[config.mk]
export PLATFORM = sky130hd
export DESIGN_NAME = dtr_core
export DESIGN_NICKNAME = d
export VERILOG_FILES = /design/src/dtr_pkg.sv /design/src/dtr_core.sv
export SDC_FILE = /design/constraint.sdc
export NUM_CORES = 2
export LEC_CHECK = 0
export ABC_CLOCK_PERIOD_IN_PS = 12970
export BUFFER_PORTS_ARGS = -buffer_cell sky130_fd_sc_hd__buf_2
export CAP_MARGIN = 10
export CORE_UTILIZATION = 30
export CTS_CLUSTER_SIZE = 20
export DETAILED_ROUTE_END_ITERATION = 8
export HOLD_SLACK_MARGIN = 0.08
export SLEW_MARGIN = 0
export SYNTH_ARGS = -nofsm -noshare
export SYNTH_HDL_FRONTEND = slang
export SYNTH_SLANG_ARGS = --single-unit
[constraint.sdc]
create_clock -name core_clk -period 12.97 [get_ports core_clk]
set_input_delay 1.9455 -clock core_clk [delete_from_list [all_inputs] [get_ports core_clk]]
set_output_delay 1.9455 -clock core_clk [all_outputs]
set_load 0.05 [all_outputs]
[src/dtr_pkg.sv]
package dtr_pkg;
	// ************************************************************
	// Register offsets
	// ************************************************************
	localparam logic [7:0] ADDR_CTRL = 8'h00;
	localparam logic [7:0] ADDR_HARM_TRA = 8'h04;
	localparam logic [7:0] ADDR_HARM_STA = 8'h08;
	localparam logic [7:0] ADDR_OFFSET_MULT = 8'h0C;
	localparam logic [7:0] ADDR_T_TRANS = 8'h10;
	localparam logic [7:0] ADDR_MAX_STAB = 8'h14;
	localparam logic [7:0] ADDR_SAT_LEVEL = 8'h18;
	localparam logic [7:0] ADDR_POWER = 8'h1C;
	localparam logic [7:0] ADDR_VOLT_W1 = 8'h20;
	localparam logic [7:0] ADDR_VOLT_W2 = 8'h24;
	localparam logic [7:0] ADDR_MATCH = 8'h28;
	localparam logic [7:0] ADDR_STATUS = 8'h2C;
	localparam logic [7:0] ADDR_MASK = 8'h30;
	localparam logic [7:0] ADDR_STATE = 8'h34;
	localparam logic [7:0] ADDR_BASE = 8'h38;
	// ************************************************************
	// Field positions
	// ************************************************************
	localparam int CTRL_H2_BIT = 0;
	localparam int CTRL_H4_BIT = 1;
	localparam int CTRL_H5_BIT = 2;
	localparam int CTRL_SAT_BIT = 3;
	localparam int CTRL_CROSS_BIT = 4;
	localparam int ST_TRIP_LSB = 0;
	localparam int ST_SAT_START_BIT = 3;
	localparam int ST_SAT_END_BIT = 4;
	localparam int ST_TRANS_END_BIT = 5;
	localparam int STATUS_W = 6;
	// ************************************************************
	// Reset values
	// ************************************************************
	localparam logic [4:0] CTRL_RST = 5'h0F;
	localparam logic [7:0] SECOND_HARM_TRANSIENT_LEVEL_RST = 8'h0F;
	localparam logic [7:0] FIFTH_HARM_TRANSIENT_LEVEL_RST = 8'h1E;
	localparam logic [7:0] SECOND_HARM_STEADY_LEVEL_RST = 8'h14;
	localparam logic [7:0] FOURTH_HARM_STEADY_LEVEL_RST = 8'h14;
	localparam logic [7:0] FIFTH_HARM_STEADY_LEVEL_RST = 8'h1E;
	localparam logic [7:0] OFFSET_MULT_RST = 8'h10;
	localparam logic [15:0] T_TRANS_RST = 16'h03E8;
	localparam logic [15:0] MAX_STAB_RST = 16'h00C8;
	localparam logic [15:0] SAT_LEVEL_RST = 16'h0040;
	localparam logic [23:0] POWER_RST = 24'h00_2710;
	localparam logic [23:0] VOLT_RST = 24'h00_2710;
	localparam logic [15:0] MATCH_RST = 16'h0100;
	// ************************************************************
	// Timing and arithmetic
	// ************************************************************
	localparam int CLK_PERIOD_NS = 100;
	localparam int TICK_NS = 1000000;
	localparam int TICK_CYCLES_DFLT = (TICK_NS + CLK_PERIOD_NS - 1) / CLK_PERIOD_NS;
	localparam logic [15:0] LOCKOUT_MS = 16'h03E8;
	localparam logic [2:0] ZC_WIN = 3'h4;
	localparam logic [9:0] INV_SQRT3_K = 10'h241;
	localparam logic [5:0] DIV_STEPS = 6'h28;
endpackage
[src/dtr_core.sv]
`timescale 1ns/10ps
`default_nettype none
// Notes on behaviour
// Active temporary restraint adds a constant offset to the restraining threshold.
// Each harmonic trigger restrains only when enabled and its ratio exceeds threshold.
// Saturation trigger restrains only when enabled and an external fault is seen.
// Cross-block setting chooses per-phase restraint or restraint of all three phases.
// Offset is a configured multiple of base current, scaled before adding.
// Second and fifth harmonics have separate transient and steady thresholds.
// Transient thresholds apply for a set time starting at energization.
// After the window, steady thresholds keep harmonic restraint while exceeded.
// At each zero crossing, rising stabilizing with flat differential starts or continues restraint.
// Two consecutive zero crossings with both currents rising remove saturation restraint.
// Saturation restraint never starts while an internal fault is present.
// Evolving fault under restraint delays trip at most about two cycles.
// Maximum stabilization timer ends saturation restraint regardless of detection.
// After saturation restraint ends, new saturation triggers are blocked for one second.
// Base current per winding is power over root three times voltage.
// Results are scaled to the winding one base current.
// Winding ratio mismatch is compensated numerically inside the block.
// Trip when differential reaches static curve plus any active offset.
// Zero crossing and saturation classification run separately for each phase.
module dtr_core
	import dtr_pkg::*;
#(
	parameter int unsigned TICK_CYCLES = TICK_CYCLES_DFLT
)(
	// Clock, reset, enable
	input wire logic core_clk,
	input wire logic rst_n,
	input wire logic clk_en,
	// Register port
	input wire logic [7:0] reg_addr,
	input wire logic [31:0] reg_wdata,
	input wire logic reg_wr,
	input wire logic reg_rd,
	output logic [31:0] reg_rdata,
	// Measurement chain, raw winding samples and harmonic ratios per phase
	input wire logic sample_valid,
	input wire logic [2:0][15:0] w1_sample,
	input wire logic [2:0][15:0] w2_sample,
	input wire logic [2:0][7:0] h2_pct,
	input wire logic [2:0][7:0] h4_pct,
	input wire logic [2:0][7:0] h5_pct,
	input wire logic [2:0][15:0] static_level,
	// Energization pin
	input wire logic energize_pin,
	// Results
	output logic [2:0] trip,
	output logic [2:0] restraint_active,
	output logic irq
);
	// ************************************************************
	// Configuration registers
	// ************************************************************
	logic [4:0] ctrl;
	logic [7:0] second_harm_transient_level, fifth_harm_transient_level, second_harm_steady_level, fourth_harm_steady_level, fifth_harm_steady_level;
	logic [7:0] offset_mult;
	logic [15:0] t_trans, max_stab, sat_level, match;
	logic [23:0] power, volt_w1, volt_w2;
	logic [STATUS_W-1:0] status, mask, status_set;
	logic [31:0] next_rdata;
	logic [15:0] ib_w1, ib_w2;
	logic trans_active;
	logic [2:0] sat_act;
	logic base_dirty;

	always_ff @(posedge core_clk)
	begin
		if (!rst_n)
		begin
			ctrl <= CTRL_RST;
			second_harm_transient_level <= SECOND_HARM_TRANSIENT_LEVEL_RST;
			fifth_harm_transient_level <= FIFTH_HARM_TRANSIENT_LEVEL_RST;
			second_harm_steady_level <= SECOND_HARM_STEADY_LEVEL_RST;
			fourth_harm_steady_level <= FOURTH_HARM_STEADY_LEVEL_RST;
			fifth_harm_steady_level <= FIFTH_HARM_STEADY_LEVEL_RST;
			offset_mult <= OFFSET_MULT_RST;
			t_trans <= T_TRANS_RST;
			max_stab <= MAX_STAB_RST;
			sat_level <= SAT_LEVEL_RST;
			power <= POWER_RST;
			volt_w1 <= VOLT_RST;
			volt_w2 <= VOLT_RST;
			match <= MATCH_RST;
			mask <= '0;
		end
		else if (clk_en && reg_wr)
		begin
			unique case (reg_addr)
				ADDR_CTRL: ctrl <= reg_wdata[4:0];
				ADDR_HARM_TRA:
				begin
					second_harm_transient_level <= reg_wdata[7:0];
					fifth_harm_transient_level <= reg_wdata[15:8];
				end
				ADDR_HARM_STA:
				begin
					second_harm_steady_level <= reg_wdata[7:0];
					fourth_harm_steady_level <= reg_wdata[15:8];
					fifth_harm_steady_level <= reg_wdata[23:16];
				end
				ADDR_OFFSET_MULT: offset_mult <= reg_wdata[7:0];
				ADDR_T_TRANS: t_trans <= reg_wdata[15:0];
				ADDR_MAX_STAB: max_stab <= reg_wdata[15:0];
				ADDR_SAT_LEVEL: sat_level <= reg_wdata[15:0];
				ADDR_POWER: power <= reg_wdata[23:0];
				ADDR_VOLT_W1: volt_w1 <= reg_wdata[23:0];
				ADDR_VOLT_W2: volt_w2 <= reg_wdata[23:0];
				ADDR_MATCH: match <= reg_wdata[15:0];
				ADDR_MASK: mask <= reg_wdata[STATUS_W-1:0];
				default: ;
			endcase
		end
	end

	// ************************************************************
	// Read path, status and interrupt
	// ************************************************************
	always_comb
	begin
		next_rdata = '0;
		unique case (reg_addr)
			ADDR_CTRL: next_rdata[4:0] = ctrl;
			ADDR_HARM_TRA: next_rdata[15:0] = {fifth_harm_transient_level, second_harm_transient_level};
			ADDR_HARM_STA: next_rdata[23:0] = {fifth_harm_steady_level, fourth_harm_steady_level, second_harm_steady_level};
			ADDR_OFFSET_MULT: next_rdata[7:0] = offset_mult;
			ADDR_T_TRANS: next_rdata[15:0] = t_trans;
			ADDR_MAX_STAB: next_rdata[15:0] = max_stab;
			ADDR_SAT_LEVEL: next_rdata[15:0] = sat_level;
			ADDR_POWER: next_rdata[23:0] = power;
			ADDR_VOLT_W1: next_rdata[23:0] = volt_w1;
			ADDR_VOLT_W2: next_rdata[23:0] = volt_w2;
			ADDR_MATCH: next_rdata[15:0] = match;
			ADDR_STATUS: next_rdata[STATUS_W-1:0] = status;
			ADDR_MASK: next_rdata[STATUS_W-1:0] = mask;
			ADDR_STATE: next_rdata[9:0] = {sat_act, trans_active, restraint_active, trip};
			ADDR_BASE: next_rdata = {ib_w2, ib_w1};
			default: next_rdata = '0;
		endcase
	end

	always_ff @(posedge core_clk)
	begin
		if (!rst_n)
			reg_rdata <= '0;
		else if (clk_en)
			reg_rdata <= reg_rd ? next_rdata : '0;
	end

	// A new event in the clearing read survives the clear
	always_ff @(posedge core_clk)
	begin
		if (!rst_n)
			status <= '0;
		else if (clk_en)
		begin
			if (reg_rd && reg_addr == ADDR_STATUS)
				status <= status_set;
			else
				status <= status | status_set;
		end
	end

	assign irq = |(status & mask);

	// ************************************************************
	// Millisecond tick
	// ************************************************************
	logic [13:0] tick_cnt;
	logic tick;

	assign tick = (tick_cnt == 14'(TICK_CYCLES - 1));

	always_ff @(posedge core_clk)
	begin
		if (!rst_n)
			tick_cnt <= '0;
		else if (clk_en)
			tick_cnt <= tick ? '0 : tick_cnt + 14'h0001;
	end

	// ************************************************************
	// Energization pin and transient window
	// ************************************************************
	logic en_s1, en_s2, en_s3, en_level;
	logic [15:0] trans_cnt;

	always_ff @(posedge core_clk)
	begin
		if (!rst_n)
		begin
			en_s1 <= 1'b0;
			en_s2 <= 1'b0;
			en_s3 <= 1'b0;
			en_level <= 1'b0;
		end
		else if (clk_en)
		begin
			en_s1 <= energize_pin;
			en_s2 <= en_s1;
			en_s3 <= en_s2;
			if (en_s2 == en_s3)
				en_level <= en_s3;
		end
	end

	// Window starts at energization and counts down in ms
	always_ff @(posedge core_clk)
	begin
		if (!rst_n)
			trans_cnt <= '0;
		else if (clk_en)
		begin
			if (en_s2 == en_s3 && en_s3 && !en_level)
				trans_cnt <= t_trans;
			else if (tick && trans_cnt != '0)
				trans_cnt <= trans_cnt - 16'h0001;
		end
	end

	assign trans_active = (trans_cnt != '0);

	assign status_set[ST_TRANS_END_BIT] = tick && trans_cnt == 16'h0001;

	// ************************************************************
	// Base current divider
	// ************************************************************
	// Serial divider: Ib = power * (1000/sqrt3) / voltage, one winding at a time
	logic div_run, div_sel;
	logic [5:0] div_step;
	logic [39:0] div_num;
	logic [24:0] div_rem;
	logic [24:0] div_try;
	logic [23:0] div_den;
	logic [15:0] div_q;

	assign div_den = div_sel ? volt_w2 : volt_w1;
	assign div_try = {div_rem[23:0], div_num[39]} - {1'b0, div_den};
	assign div_q = (div_num[39:16] != '0) ? 16'hFFFF : div_num[15:0];

	always_ff @(posedge core_clk)
	begin
		if (!rst_n)
			base_dirty <= 1'b1;
		else if (clk_en)
		begin
			if (reg_wr && (reg_addr == ADDR_POWER || reg_addr == ADDR_VOLT_W1
				|| reg_addr == ADDR_VOLT_W2))
				base_dirty <= 1'b1;
			else if (!div_run)
				base_dirty <= 1'b0;
		end
	end

	always_ff @(posedge core_clk)
	begin
		if (!rst_n)
		begin
			div_run <= 1'b0;
			div_sel <= 1'b0;
			div_step <= '0;
			div_num <= '0;
			div_rem <= '0;
			ib_w1 <= '0;
			ib_w2 <= '0;
		end
		else if (clk_en)
		begin
			if (!div_run)
			begin
				if (base_dirty || div_sel)
				begin
					div_run <= 1'b1;
					div_step <= '0;
					div_rem <= '0;
					div_num <= 40'(power * INV_SQRT3_K);
				end
			end
			else if (div_step == DIV_STEPS)
			begin
				div_run <= 1'b0;
				div_sel <= !div_sel;
				if (div_sel)
					ib_w2 <= div_q;
				else
					ib_w1 <= div_q;
			end
			else
			begin
				div_step <= div_step + 6'h01;
				if (!div_try[24])
				begin
					div_rem <= div_try;
					div_num <= {div_num[38:0], 1'b1};
				end
				else
				begin
					div_rem <= {div_rem[23:0], div_num[39]};
					div_num <= {div_num[38:0], 1'b0};
				end
			end
		end
	end

	// ************************************************************
	// Restraint offset
	// ************************************************************
	logic [23:0] offset_prod;
	logic [15:0] offset_cur;

	// Offset multiple is Q4.4 times winding one base current
	assign offset_prod = offset_mult * ib_w1;

	always_ff @(posedge core_clk)
	begin
		if (!rst_n)
			offset_cur <= '0;
		else if (clk_en)
			offset_cur <= (offset_prod[23:20] != '0) ? 16'hFFFF : offset_prod[19:4];
	end

	// ************************************************************
	// Per-phase evaluation
	// ************************************************************
	logic [2:0] harm_req, phase_req, sat_start, sat_end;

	function automatic logic [16:0] mag17(input logic signed [16:0] v);
		mag17 = v[16] ? 17'(-v) : v;
	endfunction

	for (genvar p = 0; p < 3; p++)
	begin : g_phase
		logic signed [32:0] w2_prod;
		logic signed [16:0] w2m, w1s, sum;
		logic [16:0] id_raw, is_raw;
		logic [15:0] diff_mag, stab_mag;
		logic prev_sign;
		logic [2:0] zc_cnt;
		logic eval, ext_fault, int_fault, int_prev;
		logic [15:0] stab_cnt, lock_cnt;
		logic [7:0] thr2, thr5;

		// Ratio mismatch: winding two scaled by Q8.8 match factor
		assign w2_prod = $signed(w2_sample[p]) * $signed({1'b0, match});
		assign w2m = 17'(w2_prod >>> 8);
		assign w1s = 17'($signed(w1_sample[p]));
		assign sum = w1s + w2m;
		assign id_raw = mag17(sum);
		assign is_raw = 17'((18'(mag17(w1s)) + 18'(mag17(w2m))) >> 1);

		always_ff @(posedge core_clk)
		begin
			if (!rst_n)
			begin
				diff_mag <= '0;
				stab_mag <= '0;
				prev_sign <= 1'b0;
			end
			else if (clk_en && sample_valid)
			begin
				diff_mag <= id_raw[16] ? 16'hFFFF : id_raw[15:0];
				stab_mag <= is_raw[16] ? 16'hFFFF : is_raw[15:0];
				prev_sign <= w1s[16];
			end
		end

		// Harmonic triggers
		assign thr2 = trans_active ? second_harm_transient_level : second_harm_steady_level;
		assign thr5 = trans_active ? fifth_harm_transient_level : fifth_harm_steady_level;
		assign harm_req[p] = (ctrl[CTRL_H2_BIT] && h2_pct[p] > thr2)
			|| (ctrl[CTRL_H4_BIT] && h4_pct[p] > fourth_harm_steady_level)
			|| (ctrl[CTRL_H5_BIT] && h5_pct[p] > thr5);

		// Evaluate a few samples after each zero crossing, where the CT is clean
		always_ff @(posedge core_clk)
		begin
			if (!rst_n)
				zc_cnt <= '0;
			else if (clk_en && sample_valid)
			begin
				if (w1s[16] != prev_sign)
					zc_cnt <= ZC_WIN;
				else if (zc_cnt != '0)
					zc_cnt <= zc_cnt - 3'h1;
			end
		end

		assign eval = clk_en && sample_valid && zc_cnt == 3'h1;
		assign ext_fault = stab_mag > sat_level && diff_mag <= sat_level;
		assign int_fault = stab_mag > sat_level && diff_mag > sat_level;

		assign sat_start[p] = eval && ext_fault && ctrl[CTRL_SAT_BIT] && !sat_act[p]
			&& !int_prev && lock_cnt == '0;
		assign sat_end[p] = clk_en && sat_act[p] && ((eval && int_fault && int_prev)
			|| (tick && stab_cnt == 16'h0001) || !ctrl[CTRL_SAT_BIT]);

		always_ff @(posedge core_clk)
		begin
			if (!rst_n)
			begin
				sat_act[p] <= 1'b0;
				int_prev <= 1'b0;
				stab_cnt <= '0;
				lock_cnt <= '0;
			end
			else if (clk_en)
			begin
				if (eval)
					int_prev <= int_fault;
				if (sat_end[p])
				begin
					sat_act[p] <= 1'b0;
					stab_cnt <= '0;
					lock_cnt <= LOCKOUT_MS;
				end
				else if (sat_start[p])
				begin
					sat_act[p] <= 1'b1;
					stab_cnt <= max_stab;
				end
				else
				begin
					if (tick && stab_cnt != '0)
						stab_cnt <= stab_cnt - 16'h0001;
					if (tick && lock_cnt != '0)
						lock_cnt <= lock_cnt - 16'h0001;
				end
			end
		end

		assign phase_req[p] = harm_req[p] || sat_act[p];

		// Trip compare against the raised curve
		always_ff @(posedge core_clk)
		begin
			if (!rst_n)
			begin
				trip[p] <= 1'b0;
				restraint_active[p] <= 1'b0;
			end
			else if (clk_en)
			begin
				restraint_active[p] <= ctrl[CTRL_CROSS_BIT] ? |phase_req : phase_req[p];
				trip[p] <= 17'(diff_mag) >= 17'(static_level[p])
					+ (restraint_active[p] ? 17'(offset_cur) : 17'h0_0000);
			end
		end

		assign status_set[ST_TRIP_LSB + p] = clk_en && !trip[p] && 17'(diff_mag)
			>= 17'(static_level[p]) + (restraint_active[p] ? 17'(offset_cur) : 17'h0_0000);
	end

	assign status_set[ST_SAT_START_BIT] = |sat_start;
	assign status_set[ST_SAT_END_BIT] = |sat_end;
endmodule
`default_nettype wire

# == Word-level counts from Yosys, hierarchy flattened ==
# Index checks and enable logic that the tools add are counted.
# Widths: inputs -> output; s select.
# word_totals
regBits,604
latch_bits,0
mem_bits_rw,0
rom_bits,0
inputBits,263
out_inout_bits,39
elab_cells,404
mem_count,0
# op_classes
addsub,31
n_mul,5
n_div,0
n_lt_le_gt_ge,21
eq_ne,32
n_shift,0
n_mux,84
bitwise_logic,3
reduce_logical,166
# ops
op,count
$mux 16,31
$mux 17,9
$mux 24,5
$mux 40,3
$reduce_bool 16->1,7
$sub 16x1->16 const B,7
$neg 17->17,6
$gt 16x16->1,6
$mul 16x17->25,3
$pmux 5 s15,1
$gt 8x8->1,9
$logic_and 1x1->1,68
$eq 16x1->1 const B,4
$pmux 6 s10,1
$eq 8x6->1 const B,7
$add 17x17->18,3
$reduce_and 2->1,27
$add 16x16->17,3
$add 16x17->17,3
$ge 16x17->1,3
$neg 16->17,3
$le 16x16->1,3
$logic_not 16->1,3
$pmux 8 s5,1
other kinds (39),126

# == Logic depth before layout (Yosys ltp) ==
# logic_depth
depth_word,10
ltp_mapped,39
mapped_depth_nobuf,36

# == Least setup slack after synthesis ==
# OpenSTA, ideal clock, no wires.
# synth_path
path_kind,input to register
start,in w2_sample[6] (netlist bit)
end,reg g_phase[0].stab_mag[11]
setup_ps,133
t_arrival_ps,10056
required_ps,12837
setup_slack_ps,2781
path_stages,35
path_buffers,3
cell_sequence,clkbuf_1 and2_1 fa_1 inv_1 fa_1 fa_1 fa_1 inv_1 fa_1 fa_1 ha_1 a21o_1 a211oi_1 a221oi_4 a31oi_4 o211ai_2 a31o_2 a21oi_4 xnor2_4 clkbuf_1 nor2_1 xor2_1 ha_1 a21oi_1 nor2b_1 o21a_1 nor4_1 o311a_1 o21bai_1 a21oi_1 nor2_1 o32a_1 inv_1 clkbuf_1 a21oi_1
# synth_between
elab_chain_cells,5
# synth_lines
element,line_no,rtl
"start, declared",dtr_core.sv:41,"input wire logic [2:0][15:0] w2_sample,"
$mul 16x17->25 (*),dtr_core.sv:345,"assign w2_prod = $signed(w2_sample[p]) * $signed({1'b0, match});"
$neg 17->17,dtr_core.sv:329,mag17 = v[16] ? 17'(-v) : v;
$mux 17 (*),dtr_core.sv:329,
$add 17x17->18 (*),dtr_core.sv:350,assign is_raw = 17'((18'(mag17(w1s)) + 18'(mag17(w2m))) >> 1);
$mux 16 (*),dtr_core.sv:363,stab_mag <= is_raw[16] ? 16'hFFFF : is_raw[15:0];
"end signal, assigned",dtr_core.sv:363,
"end, declared",dtr_core.sv:337,"logic [15:0] diff_mag, stab_mag;"
# Every way passes the cells marked *; elsewhere a longest branch is shown, timed or not.
# A chain may end at the register's enable or synchronous reset.

# == Final worst setup path ==
# layout_path
start,in w2_sample[39] (netlist bit)
end,reg g_phase[2].diff_mag[13]
# layout_between
elab_chain_cells,5
# layout_lines
element,line_no,rtl
$mul 16x17->25 (*),dtr_core.sv:345,
$add 16x17->17 (*),dtr_core.sv:348,assign sum = w1s + w2m;
$neg 17->17,dtr_core.sv:329,
$mux 17 (*),dtr_core.sv:329,
$mux 16 (*),dtr_core.sv:362,diff_mag <= id_raw[16] ? 16'hFFFF : id_raw[15:0];
"end signal, assigned",dtr_core.sv:362,
"end, declared",dtr_core.sv:337,
# Marks and branches as above.

==> flow_summary.json <==
{
  "worstSkewPairLatency_ns": 0.71,
  "yosysTopAreaCell": "fa_1",
  "hold_violations": 0,
  "setup_violations": 0,
  "cts_buffers": 60,
  "layout-drive-gt1-share_pct": 7.10,
  "start_util_pct": 30.2,
  "rows": 176,
  "synth_top_cell_area_share_pct": 18.2,
  "cp_slowest_stage_delay_ns": 0.89,
  "crit_required_ns": 13.48,
  "p_leak_nw": 34.2,
  "drt_iter0_drc": 4572,
  "htreeDepth": 2,
  "cpMaxStageDelayCell": "a41oi_1",
  "dieWidth_um": 483,
  "min_path_type": "flop to flop",
  "maxCapViolCount": 0,
  "powerDensity_mw_per_mm2": 79.3,
  "yosysWarningCount": 0,
  "cpLargestDelayFamily": "adder cells",
  "dr.pass1.iters": 9,
  "status": "finished clean",
  "drc": 0,
  "ys_ff_latch": 604,
  "syn-mean-instance-area_sq_um": 8.18,
  "grtUsageTotal_pct": 19.9,
  "cts.sinks": 604,
  "tns_ns": 0,
  "cp-end-kind": "flop",
  "final_nets": 10224,
  "ant_nets": 0,
  "dpl.hpwl_um": 186000,
  "crit_fanout": 16,
  "period_needed_ns": 10.93,
  "rr_worst_depth": 31,
  "grt.overflow.total": 0,
  "drv_slew": 0,
  "clk_path_buf_depth": 3,
  "peakVddDrop_v": 0.000100,
  "crit_buf_inv": 8,
  "min_period_over_period_pct": 84.3,
  "synth_top_flop_cell": "dfxtp_1",
  "portBuffers": 293,
  "clk_pin_slew_ns": 0.06,
  "startpoint_type": "input port",
  "fin_area_sq_mm": 0.0761,
  "synthArstFlopShare_pct": 0,
  "die_y_um": 483,
  "synth_cell_type_count": 101,
  "core_sq_mm": 0.230,
  "cts_resized": 0,
  "path_class": "input port to flop",
  "wl_per_cell_um": 20.5,
  "place_congestion": 0.946,
  "antenna_found_initial": 68,
  "skew_ns": 0.0758,
  "cts_setup_buffers": 0,
  "grt_pass1_vias": 60428,
  "rsz0062_at_grt": "no",
  "io_pins": 302,
  "viasPerCell": 5.28,
  "worst_pin_slew_ns": 1.27,
  "num_vias": 61381,
  "grt_pass1_wl_um": 361000,
  "max-slew-margin-rel_pct": 14.9,
  "cts_tree": "yes",
  "arrival_ns": 11.44,
  "postPlaceCellArea_sq_mm": 0.0739,
  "synthToLayoutAreaGrowth_pct": 9.69,
  "cts_hold_buf": 0,
  "root_buffer": "clkbuf_16",
  "netlist_instances": 8483,
  "fmax_mhz": 91.5,
  "netlist_area_sq_mm": 0.0694,
  "die_area_sq_mm": 0.233,
  "cp_num_cells": 32,
  "grt_start_max_net_pins": 148,
  "synth-edff-count": 0,
  "drt_wl_total_um": 238000,
  "synthTopCellsByArea": "fa_1 (18%), dfxtp_1 (17%), ha_1 (14%), nand2_1 (5.9%), inv_1 (4.9%)",
  "yosysSeqAreaShare_pct": 17.4,
  "holdPathStages": 2
}
-- where the power goes --
group,switching [mW],internal [mW]
registers,0.0723,1.92
clock network,0.837,1.09
logic,1.29,0.825
total,2.20,3.83
-- Yosys cell counts, types with 57 or more instances --
cell type / number
a211oi_1: 71
a21o_1: 145
a21oi_1: 591
a31oi_1: 68
and2_1: 462
clkbuf_1: 376
dfxtp_1: 604
fa_1: 632
ha_1: 802
inv_1: 901
mux2i_1: 92
nand2_1: 1089
nand2b_1: 84
nand3_1: 188
nand4_1: 60
nor2_1: 544
nor2b_1: 57
nor3_1: 174
o21a_1: 63
o21ai_0: 318
xnor2_1: 271
xor2_1: 176
-- layout make-up --
class | count | area, sq um
clock inverter | 27 | 414
inverter | 905 | 3400
timing repair buffer | 381 | 2160
antenna | 36 | 90.1
multi-input combinational | 6575 | 52400
fill | 24018 | 154000
clock buffer | 80 | 1720
tap | 3026 | 3790
sequential | 604 | 12100
-- path summary, 6_finish.rpt --
| check | startpoint | to | slack (ns) |
|---|---|---|---|
| setup / recovery | w2_sample[39] | g_phase[2].diff_mag[13]$_SDFFE_PN0P_ | 2.04 |
| hold / removal | reg_rdata[30]$_SDFFE_PN0P_ | reg_rdata[30]$_SDFFE_PN0P_ | 0.46 |
| setup reg to reg | match[8]$_SDFFE_PN1P_ | g_phase[2].diff_mag[13]$_SDFFE_PN0P_ | 2.42 |
| hold reg to reg | reg_rdata[30]$_SDFFE_PN0P_ | reg_rdata[30]$_SDFFE_PN0P_ | 0.46 |
-- logic make-up (layout without fill, tap and decap cells) --
family                   after synthesis  in the layout  synth area share (%)
other                                  1             39               0.00541
AND/OR/NAND/NOR                     2892           2892                  19.8
multiplexers                         101            101                  1.47
XOR/XNOR                             452            452                  5.81
AO/OA/AOI/OAI                       1693           1693                  15.7
adder cells (fa/ha/maj)             1434           1434                  32.7
flip-flops                           604            604                  17.4
buffers and inverters               1306           1393                  7.12
-- cell usage in the layout, fill, tap and decap left out, types with 57 or more instances in the layout --
| master | count |
|---|---|
| a211oi_1 | 71 |
| a21o_1 | 145 |
| a21oi_1 | 591 |
| a31oi_1 | 68 |
| and2_1 | 461 |
| buf_2 | 292 |
| buf_4 | 85 |
| clkbuf_16 | 60 |
| dfxtp_1 | 591 |
| fa_1 | 632 |
| ha_1 | 802 |
| inv_1 | 901 |
| mux2i_1 | 92 |
| nand2_1 | 1089 |
| nand2b_1 | 84 |
| nand3_1 | 188 |
| nand4_1 | 60 |
| nor2_1 | 539 |
| nor2b_1 | 57 |
| nor3_1 | 167 |
| o21a_1 | 63 |
| o21ai_0 | 316 |
| xnor2_1 | 271 |
| xor2_1 | 176 |
-- per-stage QoR --
step	std cells	hold slack, ns	power [mW]	worst slack [ns]	utilization (%)
2_1_floorplan	8485	0.425	3.51	2.78	-
3_3_place_gp	11490	0.439	4.06	1.50	32.1
3_5_place_dp	11490	0.450	4.12	1.58	32.1
4_1_cts	11597	0.462	6.04	2.26	33.1
5_1_grt	11624	0.486	6.36	1.56	33.1
6_report	11634	0.460	6.04	2.04	33.1
-- worst min-delay path: stages, from the launching register on --
cell     delay, ns
dfxtp_1       0.31
nand2_1       0.06
a21oi_1       0.05
-- metal layers --
metal	routed length [um]	share of wire [%]	global-route usage, %
met1	104000	44	26.4
met2	106000	45	31.8
met3	15200	6.4	2.65
met4	12300	5.2	9.75
met5	258	0.11	0
-- sequential cells by signal, summed over array words and instances (netlist names), 32 cells and up --
signal and count:
div_num 40, g_phase.stab_mag 48, g_phase.diff_mag 48, reg_rdata 32
g_phase.stab_cnt 48, g_phase.lock_cnt 48
No activity file was read; power rests on OpenSTA's default activity.
